--- config.mk ---
export PLATFORM = sky130hd
export DESIGN_NAME = pfr_top
export DESIGN_NICKNAME = d
export VERILOG_FILES = /design/src/verilog/pfr_pkg.sv /design/src/verilog/pfr_period_meter.sv /design/src/verilog/pfr_top.sv
export SDC_FILE = /design/constraint.sdc
export NUM_CORES = 1
export LEC_CHECK = 0
export BUFFER_PORTS_ARGS = -buffer_cell sky130_fd_sc_hd__buf_4
export CAP_MARGIN = 20
export CORE_MARGIN = 5
export CORE_UTILIZATION = 45
export CTS_CLUSTER_SIZE = 14
export DETAILED_ROUTE_END_ITERATION = 8
export PLACE_DENSITY = 0.74
export SLEW_MARGIN = 10
export SYNTH_ARGS = -nofsm -noshare
export SYNTH_HDL_FRONTEND = slang
export SYNTH_SLANG_ARGS = --single-unit
--- constraint.sdc ---
create_clock -name i_mclk -period 9 [get_ports i_mclk]
set_input_delay 0.9 -clock i_mclk [delete_from_list [all_inputs] [get_ports i_mclk]]
set_output_delay 0.9 -clock i_mclk [all_outputs]
set_load 0.01 [all_outputs]
--- src/verilog/pfr_pkg.sv ---
package pfr_pkg;

	// register byte addresses
	localparam logic [31:0] PFR_ADDR_CTRL   = 32'h0000_0000;
	localparam logic [31:0] PFR_ADDR_STATUS = 32'h0000_0004;
	localparam logic [31:0] PFR_ADDR_PERIOD = 32'h0000_0008;

	// control fields
	localparam int          PFR_CTRL_FB_BANK_ONE_BIT = 0;
	localparam int          PFR_CTRL_RELOCK_BIT      = 1;
	localparam logic [31:0] PFR_CTRL_RESET           = 32'h0000_0000;

	// status fields
	localparam int PFR_STAT_LOCK_BIT     = 0;
	localparam int PFR_STAT_CFG_B_BIT    = 1;
	localparam int PFR_STAT_BYPASS_BIT   = 2;
	localparam int PFR_STAT_RANGE_OK_BIT = 3;
	localparam int PFR_STAT_FB_MATCH_BIT = 4;
	localparam int PFR_STAT_OUT_ON_BIT   = 5;

	// period field positions
	localparam int PFR_PER_REF_LSB = 0;
	localparam int PFR_PER_FB_LSB  = 16;
	localparam int PFR_PER_W       = 16;

	// oscillator range and model time scale
	localparam int PFR_MCLK_MHZ     = 100;
	localparam int PFR_VCO_FMIN_MHZ = 100;
	localparam int PFR_VCO_FMAX_MHZ = 200;
	localparam int PFR_MODEL_SCALE  = 16;
	localparam int PFR_VCO_PER_MIN_CYC =
		(PFR_MCLK_MHZ * PFR_MODEL_SCALE + PFR_VCO_FMAX_MHZ - 1) / PFR_VCO_FMAX_MHZ;
	localparam int PFR_VCO_PER_MAX_CYC = (PFR_MCLK_MHZ * PFR_MODEL_SCALE) / PFR_VCO_FMIN_MHZ;

	// settling count in reference periods
	localparam int PFR_LOCK_PERIODS = 256;

	// ratio shifts of the oscillator against the reference
	localparam int PFR_SHIFT_CFG_A = 1;
	localparam int PFR_SHIFT_CFG_B = 2;

	typedef enum logic [1:0] {
		PFR_LS_IDLE,
		PFR_LS_SETTLE,
		PFR_LS_LOCKED,
		PFR_LS_BYPASS
	} pfr_loop_state_t;

endpackage : pfr_pkg

--- src/verilog/pfr_period_meter.sv ---
`timescale 1ns/1ns
`default_nettype none

module pfr_period_meter
	import pfr_pkg::*;
#(
	parameter int W = PFR_PER_W
) (
	input  wire logic         i_mclk,
	input  wire logic         i_arst_n,
	input  wire logic         i_sig,
	output var  logic         o_rise,
	output var  logic [W-1:0] o_period,
	output var  logic         o_valid
);

	logic         prev_ff;
	logic         rise_ff;
	logic [W-1:0] cnt_ff;
	logic [W-1:0] period_ff;
	logic         valid_ff;
	logic         nxt_prev;
	logic         nxt_rise;
	logic [W-1:0] nxt_cnt;
	logic [W-1:0] nxt_period;
	logic         nxt_valid;
	logic         rise_now;

	always_comb begin
		rise_now   = i_sig & ~prev_ff;
		nxt_prev   = i_sig;
		nxt_rise   = rise_now;
		nxt_cnt    = (&cnt_ff) ? cnt_ff : cnt_ff + W'(1);
		nxt_period = period_ff;
		nxt_valid  = valid_ff;
		if (rise_now) begin
			nxt_cnt    = W'(1);
			nxt_period = cnt_ff;
			nxt_valid  = ~(&cnt_ff) & (cnt_ff != '0);
		end else if (&cnt_ff) begin
			nxt_valid = 1'b0;
		end
	end

	always_ff @(posedge i_mclk or negedge i_arst_n) begin
		if (!i_arst_n) begin
			prev_ff   <= 1'b0;
			rise_ff   <= 1'b0;
			cnt_ff    <= '0;
			period_ff <= '0;
			valid_ff  <= 1'b0;
		end else begin
			prev_ff   <= nxt_prev;
			rise_ff   <= nxt_rise;
			cnt_ff    <= nxt_cnt;
			period_ff <= nxt_period;
			valid_ff  <= nxt_valid;
		end
	end

	assign o_rise   = rise_ff;
	assign o_period = period_ff;
	assign o_valid  = valid_ff;

endmodule : pfr_period_meter

`default_nettype wire

--- src/verilog/pfr_top.sv ---
// The register offsets and the AHB-Lite interface to the registers were left to the implementer.
`timescale 1ns/1ns
`default_nettype none

module pfr_top
	import pfr_pkg::*;
#(
	parameter int LOCK_PERIODS = PFR_LOCK_PERIODS,
	parameter int NOUT         = 3
) (
	input  wire logic            i_mclk,
	input  wire logic            i_arst_n,
	input  wire logic            i_hsel,
	input  wire logic [31:0]     i_haddr,
	input  wire logic [1:0]      i_htrans,
	input  wire logic            i_hwrite,
	input  wire logic [2:0]      i_hsize,
	input  wire logic [31:0]     i_hwdata,
	input  wire logic            i_hready,
	output var  logic [31:0]     o_hrdata,
	output var  logic            o_hreadyout,
	output var  logic            o_hresp,
	input  wire logic            i_reference_clock_in,
	input  wire logic            i_loop_feedback_in,
	input  wire logic            i_ratio_select,
	input  wire logic            i_output_enable_n,
	input  wire logic            i_loop_bypass_test,
	input  wire logic            i_half_rate_divider_clear,
	output var  logic [NOUT-1:0] o_bank_one_clock_outputs,
	output var  logic [NOUT-1:0] o_bank_one_oe_n,
	output var  logic [NOUT-1:0] o_bank_two_clock_outputs,
	output var  logic [NOUT-1:0] o_bank_two_oe_n,
	output var  logic            o_lock
);

	function automatic logic near_equal(input logic [PFR_PER_W-1:0] a,
	                                    input logic [PFR_PER_W-1:0] b);
		logic [PFR_PER_W-1:0] d;
		d = (a > b) ? a - b : b - a;
		return d <= PFR_PER_W'(1);
	endfunction : near_equal

	////////////////////////////////////////////////////////////////////////////
	// edge and period measurement

	logic                 ref_rise;
	logic [PFR_PER_W-1:0] ref_period;
	logic                 ref_valid;
	logic                 fb_rise;
	logic [PFR_PER_W-1:0] fb_period;
	logic                 fb_valid;

	pfr_period_meter #(.W(PFR_PER_W)) u_ref_meter (
		.i_mclk   (i_mclk),
		.i_arst_n (i_arst_n),
		.i_sig    (i_reference_clock_in),
		.o_rise   (ref_rise),
		.o_period (ref_period),
		.o_valid  (ref_valid)
	);

	pfr_period_meter #(.W(PFR_PER_W)) u_fb_meter (
		.i_mclk   (i_mclk),
		.i_arst_n (i_arst_n),
		.i_sig    (i_loop_feedback_in),
		.o_rise   (fb_rise),
		.o_period (fb_period),
		.o_valid  (fb_valid)
	);

	////////////////////////////////////////////////////////////////////////////
	// register bus

	logic        fb_bank_one_ff;
	logic        relock_ff;
	logic        wr_pend_ff;
	logic [31:0] wr_addr_ff;
	logic [31:0] hrdata_ff;
	logic        nxt_fb_bank_one;
	logic        nxt_relock;
	logic        nxt_wr_pend;
	logic [31:0] nxt_wr_addr;
	logic [31:0] nxt_hrdata;
	logic        bus_take;
	logic [31:0] status_word;
	logic [31:0] period_word;
	logic        lock_ff;
	logic        cfg_b;
	logic        range_ok;
	logic        fb_match;

	always_comb begin
		bus_take        = i_hsel & i_hready & i_htrans[1];
		nxt_fb_bank_one = fb_bank_one_ff;
		nxt_relock      = 1'b0;
		nxt_wr_pend     = bus_take & i_hwrite;
		nxt_wr_addr     = bus_take ? i_haddr : wr_addr_ff;
		nxt_hrdata      = 32'h0000_0000;
		status_word     = 32'h0000_0000;
		status_word[PFR_STAT_LOCK_BIT]     = lock_ff;
		status_word[PFR_STAT_CFG_B_BIT]    = cfg_b;
		status_word[PFR_STAT_BYPASS_BIT]   = i_loop_bypass_test;
		status_word[PFR_STAT_RANGE_OK_BIT] = range_ok;
		status_word[PFR_STAT_FB_MATCH_BIT] = fb_match;
		status_word[PFR_STAT_OUT_ON_BIT]   = ~i_output_enable_n;
		period_word = {fb_period, ref_period};
		if (wr_pend_ff && wr_addr_ff == PFR_ADDR_CTRL) begin
			nxt_fb_bank_one = i_hwdata[PFR_CTRL_FB_BANK_ONE_BIT];
			nxt_relock      = i_hwdata[PFR_CTRL_RELOCK_BIT];
		end
		if (bus_take && !i_hwrite) begin
			unique case (i_haddr)
				PFR_ADDR_CTRL: begin
					nxt_hrdata[PFR_CTRL_FB_BANK_ONE_BIT] = nxt_fb_bank_one;
				end
				PFR_ADDR_STATUS: nxt_hrdata = status_word;
				PFR_ADDR_PERIOD: nxt_hrdata = period_word;
				default:         nxt_hrdata = 32'h0000_0000;
			endcase
		end
	end

	always_ff @(posedge i_mclk or negedge i_arst_n) begin
		if (!i_arst_n) begin
			fb_bank_one_ff <= PFR_CTRL_RESET[PFR_CTRL_FB_BANK_ONE_BIT];
			relock_ff      <= 1'b0;
			wr_pend_ff     <= 1'b0;
			wr_addr_ff     <= 32'h0000_0000;
			hrdata_ff      <= 32'h0000_0000;
		end else begin
			fb_bank_one_ff <= nxt_fb_bank_one;
			relock_ff      <= nxt_relock;
			wr_pend_ff     <= nxt_wr_pend;
			wr_addr_ff     <= nxt_wr_addr;
			hrdata_ff      <= nxt_hrdata;
		end
	end

	assign o_hrdata    = hrdata_ff;
	assign o_hreadyout = 1'b1;
	assign o_hresp     = 1'b0;

	////////////////////////////////////////////////////////////////////////////
	// ratio choice and oscillator range

	logic [PFR_PER_W-1:0] vco_half;

	always_comb begin
		cfg_b    = i_ratio_select & fb_bank_one_ff;
		vco_half = cfg_b ? (ref_period >> PFR_SHIFT_CFG_B)
		                 : (ref_period >> PFR_SHIFT_CFG_A);
		range_ok = ref_valid
		         && vco_half >= PFR_PER_W'(PFR_VCO_PER_MIN_CYC)
		         && vco_half <= PFR_PER_W'(PFR_VCO_PER_MAX_CYC);
		fb_match = fb_valid & ref_valid & near_equal(fb_period, ref_period);
	end

	////////////////////////////////////////////////////////////////////////////
	// oscillator dividers and bypass divider

	logic                 vco2_ff;
	logic                 vco4_ff;
	logic                 byp_div_ff;
	logic [PFR_PER_W-1:0] tick_ff;
	logic                 clr_prev_ff;
	logic                 nxt_vco2;
	logic                 nxt_vco4;
	logic                 nxt_byp_div;
	logic [PFR_PER_W-1:0] nxt_tick;
	logic                 clr_fall;

	always_comb begin
		clr_fall    = clr_prev_ff & ~i_half_rate_divider_clear;
		nxt_vco2    = vco2_ff;
		nxt_vco4    = vco4_ff;
		nxt_byp_div = byp_div_ff;
		nxt_tick    = tick_ff + PFR_PER_W'(1);
		if (!ref_valid || vco_half == '0) begin
			nxt_vco2 = 1'b0;
			nxt_vco4 = 1'b0;
			nxt_tick = '0;
		end else if (ref_rise) begin
			// align a rising oscillator edge with the reference edge
			nxt_tick = PFR_PER_W'(1);
			nxt_vco2 = 1'b1;
			nxt_vco4 = cfg_b ? 1'b1 : ~vco4_ff;
		end else if (tick_ff >= vco_half) begin
			nxt_tick = PFR_PER_W'(1);
			nxt_vco2 = ~vco2_ff;
			if (!vco2_ff) begin
				nxt_vco4 = ~vco4_ff;
			end
		end
		if (ref_rise) begin
			nxt_byp_div = ~byp_div_ff;
		end
		if (clr_fall) begin
			nxt_vco4    = 1'b0;
			nxt_byp_div = 1'b0;
		end
	end

	always_ff @(posedge i_mclk or negedge i_arst_n) begin
		if (!i_arst_n) begin
			vco2_ff     <= 1'b0;
			vco4_ff     <= 1'b0;
			byp_div_ff  <= 1'b0;
			tick_ff     <= '0;
			clr_prev_ff <= 1'b0;
		end else begin
			vco2_ff     <= nxt_vco2;
			vco4_ff     <= nxt_vco4;
			byp_div_ff  <= nxt_byp_div;
			tick_ff     <= nxt_tick;
			clr_prev_ff <= i_half_rate_divider_clear;
		end
	end

	////////////////////////////////////////////////////////////////////////////
	// lock tracking

	pfr_loop_state_t      state_ff;
	pfr_loop_state_t      nxt_state;
	logic [15:0]          settle_ff;
	logic [15:0]          nxt_settle;
	logic                 nxt_lock;
	logic                 sel_prev_ff;
	logic                 oe_prev_ff;
	logic [PFR_PER_W-1:0] per_prev_ff;
	logic                 disturb;

	always_comb begin
		disturb = (i_ratio_select != sel_prev_ff)
		        | (oe_prev_ff & ~i_output_enable_n)
		        | relock_ff
		        | (ref_rise & ~near_equal(ref_period, per_prev_ff));
		nxt_state  = state_ff;
		nxt_settle = settle_ff;
		unique case (state_ff)
			PFR_LS_IDLE: begin
				nxt_settle = '0;
				if (ref_valid) begin
					nxt_state = PFR_LS_SETTLE;
				end
			end
			PFR_LS_SETTLE: begin
				if (disturb || !range_ok || i_output_enable_n) begin
					nxt_settle = '0;
				end else if (ref_rise && fb_match) begin
					nxt_settle = settle_ff + 16'h0001;
					if (settle_ff >= 16'(LOCK_PERIODS - 1)) begin
						nxt_state = PFR_LS_LOCKED;
					end
				end
			end
			PFR_LS_LOCKED: begin
				if (disturb || !range_ok || !fb_match || i_output_enable_n) begin
					nxt_state  = PFR_LS_SETTLE;
					nxt_settle = '0;
				end
			end
			PFR_LS_BYPASS: begin
				nxt_settle = '0;
				if (!i_loop_bypass_test) begin
					nxt_state = PFR_LS_SETTLE;
				end
			end
		endcase
		if (i_loop_bypass_test) begin
			nxt_state = PFR_LS_BYPASS;
		end else if (!ref_valid) begin
			nxt_state = PFR_LS_IDLE;
		end
		nxt_lock = (nxt_state == PFR_LS_LOCKED);
	end

	always_ff @(posedge i_mclk or negedge i_arst_n) begin
		if (!i_arst_n) begin
			state_ff    <= PFR_LS_IDLE;
			settle_ff   <= '0;
			lock_ff     <= 1'b0;
			sel_prev_ff <= 1'b0;
			oe_prev_ff  <= 1'b1;
			per_prev_ff <= '0;
		end else begin
			state_ff    <= nxt_state;
			settle_ff   <= nxt_settle;
			lock_ff     <= nxt_lock;
			sel_prev_ff <= i_ratio_select;
			oe_prev_ff  <= i_output_enable_n;
			per_prev_ff <= ref_rise ? ref_period : per_prev_ff;
		end
	end

	assign o_lock = lock_ff;

	////////////////////////////////////////////////////////////////////////////
	// output banks

	logic [NOUT-1:0] b1_ff;
	logic [NOUT-1:0] b2_ff;
	logic [NOUT-1:0] b1_oe_n_ff;
	logic [NOUT-1:0] b2_oe_n_ff;
	logic            nxt_b1;
	logic            nxt_b2;

	always_comb begin
		if (i_loop_bypass_test) begin
			nxt_b2 = i_reference_clock_in;
			nxt_b1 = i_ratio_select ? byp_div_ff : i_reference_clock_in;
		end else begin
			nxt_b2 = vco2_ff;
			nxt_b1 = i_ratio_select ? vco4_ff : vco2_ff;
		end
		if (i_output_enable_n) begin
			nxt_b1 = 1'b0;
			nxt_b2 = 1'b0;
		end
	end

	always_ff @(posedge i_mclk or negedge i_arst_n) begin
		if (!i_arst_n) begin
			b1_ff      <= '0;
			b2_ff      <= '0;
			b1_oe_n_ff <= '1;
			b2_oe_n_ff <= '1;
		end else begin
			b1_ff      <= {NOUT{nxt_b1}};
			b2_ff      <= {NOUT{nxt_b2}};
			b1_oe_n_ff <= {NOUT{i_output_enable_n}};
			b2_oe_n_ff <= {NOUT{i_output_enable_n}};
		end
	end

	assign o_bank_one_clock_outputs = b1_ff;
	assign o_bank_two_clock_outputs = b2_ff;
	assign o_bank_one_oe_n          = b1_oe_n_ff;
	assign o_bank_two_oe_n          = b2_oe_n_ff;

endmodule : pfr_top

`default_nettype wire

==> flow_metrics.tcl <==
set metrics [dict create \
    mostFrequentLayoutCells "dfrtp_1, nor2_1, nand2_1" \
    yosys-top-cells-area "dfrtp_1, ha_1, o21ai_0, nor2_1, mux2_2" \
    hold_end "wr_addr_ff[15]" \
    path_cells "inv_1 > ha_1 > a21oi_1 > o21ai_1 > a311oi_2 > a21oi_2 > a211oi_1 > xor2_1 > nand3b_1 > or4_1 > o21ai_1 > nor4b_1" \
    combPwrFrac_pct 48.9 \
    yosys.area.top_type_share_pct 38.6 \
    io_buffers 90 \
    drt_wl_total_um 35300 \
    power_w 0.00361 \
    hpwl_um 25600 \
    clockBufferDepth 2 \
    path_delay_family "compound AO/OA/AOI/OAI gates" \
    postSynthCellCount 1390 \
    clkSlewWorstSetupHoldPaths_ns 0.08 \
    final_area_sq_mm 0.0141 \
    yosys_warnings 0 \
    cp_num_buf_inv 1 \
    maxClockFrequency_mhz 174 \
    cts_tree "done" \
    first_pass_iters 8 \
    critPathKind "reg -> reg" \
    cts-root-buf "clkbuf_16" \
    synth-adder-area-share_pct 9.19 \
    overflow 0 \
    finalSetupViolCount 0 \
    finalHoldViolations 0 \
    p_int_w 0.00208 \
    drive_gt1_share_pct 13.2 \
    place_congestion 0.973 \
    ys_seq_elements 195 \
    p_leak_nw 6.65 \
    power.density_mw_per_mm2 256 \
    final_common_cell "dfrtp_1" \
    grt.total_usage_pct 22.5 \
    grt_pass1_vias 10500 \
    num-nets-final 1601 \
    seqPwrFrac_pct 29.2 \
    swShare_pct 42.4 \
    ys.flop_type "dfrtp_1" \
    final_antenna_net_count 0 \
    grt_pass1_wl_um 56600 \
    die_width_um 177 \
    arrival_ns 5.99 \
    synth_compound_area_share_pct 16.3 \
    num_vias 10800 \
    hold_start "wr_addr_ff[15]" \
    post-route-min-period_ns 5.73 \
    synth_xor_area_share_pct 4.80 \
    crit_slowest_cell "or4_1" \
    cts_resized 0 \
    ir_drop_mv 0.140 \
    critPathMaxFanout 15 \
    power.switching_w 0.00153 \
    worst_pin_slew_ns 0.994 \
    whs_path_depth 1 \
    required_ns 9.26 \
    synth_edf_count 0 \
    cts.sinks 195 \
    area_growth_pct 12.0 \
    reg2reg_to "o_lock" \
    setup_tns_ns 0 \
    core-area_sq_mm 0.0277 \
    grt_max_degree 124 \
    crit_path_max_incr_delay_ns 0.87 \
    hold_path_class "reg -> reg" \
    die_h_um 177 \
    synth-simple-area-share_pct 20.9 \
    synth_mux_area_share_pct 4.57 \
    ys_async_sr_fraction_pct 100 \
    avgSynthCellArea_sq_um 9.05 \
    grt_antenna_before_repair 1 \
    period_share_pct 63.7 \
    post_synth_num_cell_types 87 \
    synth_top_family_by_area "simple AND/OR/NAND/NOR gates" \
    grt_setup_unrepaired "false" \
    cp_common_cell "o21ai_1" \
    reg2reg_slack_ns 3.27 \
    drc 0 \
    drv_slew 0 \
    first_iter_violations 1202 \
    clock_power_share_pct 21.9 \
    outcome "finished clean" \
    worstSkewPairLatency_ns 0.44 \
    io_pins 127 \
    synth_area_leader_cell "dfrtp_1" \
    place_area_sq_mm 0.0134 \
    num_rows 61 \
    cts_setup_buffers 0 \
    relSlewSlack_pct 33.7 \
    ff2ff_path_depth 12 \
    synth_area_sq_mm 0.0126 \
    vias_per_cell 5.91 \
    ys_seq_area_share_pct 38.8 \
    cp-end-kind "flop" \
    wl_per_cell_um 19.3 \
    holdWs_ns 0.513 \
    clock_skew_ns 0.0203 \
    syn_nets 1560 \
    cts_max_level 4 \
    cts_buffers 17 \
    start_util_pct 45.4 \
    die_area_sq_mm 0.0314 \
    r2r-start "u_ref_meter.o_period[11]" \
    startpoint_type "flop" \
    maxCapViolCount 0 \
    ctsHoldBuffers 0 \
]
[power by group through the flow]
stage	registers, W	clock network (W)	logic, W
global route	0.00106	0.000844	0.00194
floorplan	0.00103	0	0.00136
detailed placement	0.00107	0	0.00172
CTS	0.00105	0.000807	0.00173
global placement	0.00106	0	0.00170
finish	0.00105	0.000792	0.00176
[kinds of logic after synthesis]
kind of cell / Yosys count
xor+xnor: 69
other cells: 2
fa+ha+maj: 90
mux: 53
buf+inv: 160
simple gates: 505
flops: 195
compound gates: 316
[layout make-up]
cell class | count | area [sq um]
Antenna cell | 1 | 2.50
Clock buffer | 17 | 425
Clock inverter | 15 | 195
Fill cell | 2532 | 13600
Inverter | 79 | 297
Multi-Input combinational cell | 1035 | 7040
Sequential cell | 195 | 4880
Tap cell | 378 | 473
Timing Repair Buffer | 103 | 785
[cells in the mapped netlist, types with 4 or more instances]
cell type,number
dfrtp_1,194
nor2_1,113
nand2_1,106
ha_1,86
o21ai_0,86
inv_1,78
a21oi_1,71
nand3_1,55
and3_1,49
clkbuf_1,47
xor2_1,41
nand4_1,38
mux2_2,36
a21o_1,30
nor3_1,30
xnor2_1,28
nor4_1,24
a31oi_1,19
nor2b_1,18
buf_2,17
mux2i_1,17
o31ai_1,15
buf_4,12
nand2b_1,11
a211oi_1,9
and2_1,9
or4_1,9
nor4b_1,8
o211ai_1,7
o22ai_1,7
nand3b_1,6
o21ai_1,6
o21bai_1,6
a311o_1,5
a2111oi_0,4
and4_1,4
buf_1,4
fa_1,4
nand4b_1,4
or3_1,4
[metrics by stage]
stage / util (%) / std cells / setup WS [ns]
after detailed placement: 48.5 / 1787 / 3.13
final: 50.9 / 1823 / 3.27
after global routing: 50.9 / 1822 / 3.03
after floorplan: - / 1390 / 4.54
after global placement: 48.5 / 1787 / 3.25
after CTS: 50.8 / 1819 / 3.11
[per-layer routing]
layer / wire (um) / share of wire [%] / GRT usage (%) / vias up
li1: - / - / - / 5063
met1: 15300 / 43 / 31.3 / 5222
met2: 16100 / 46 / 35.9 / 408
met3: 2690 / 7.6 / 3.70 / 77
met4: 1100 / 3.1 / 7.64 / 0
met5: 0 / 0 / 0 / -
[how the worst max path moves through the flow]
stage                             startpoint          end  depth (start not counted)
floorplan                     i_ratio_select  tick_ff[10]                         18
finish              u_ref_meter.o_period[11]       o_lock                         12
global route        u_ref_meter.o_period[11]       o_lock                         13
CTS                 u_ref_meter.o_period[11]       o_lock                         13
global placement    u_ref_meter.o_period[11]       o_lock                         13
detailed placement  u_ref_meter.o_period[11]       o_lock                         13
(Power assumes the default switching activity.)
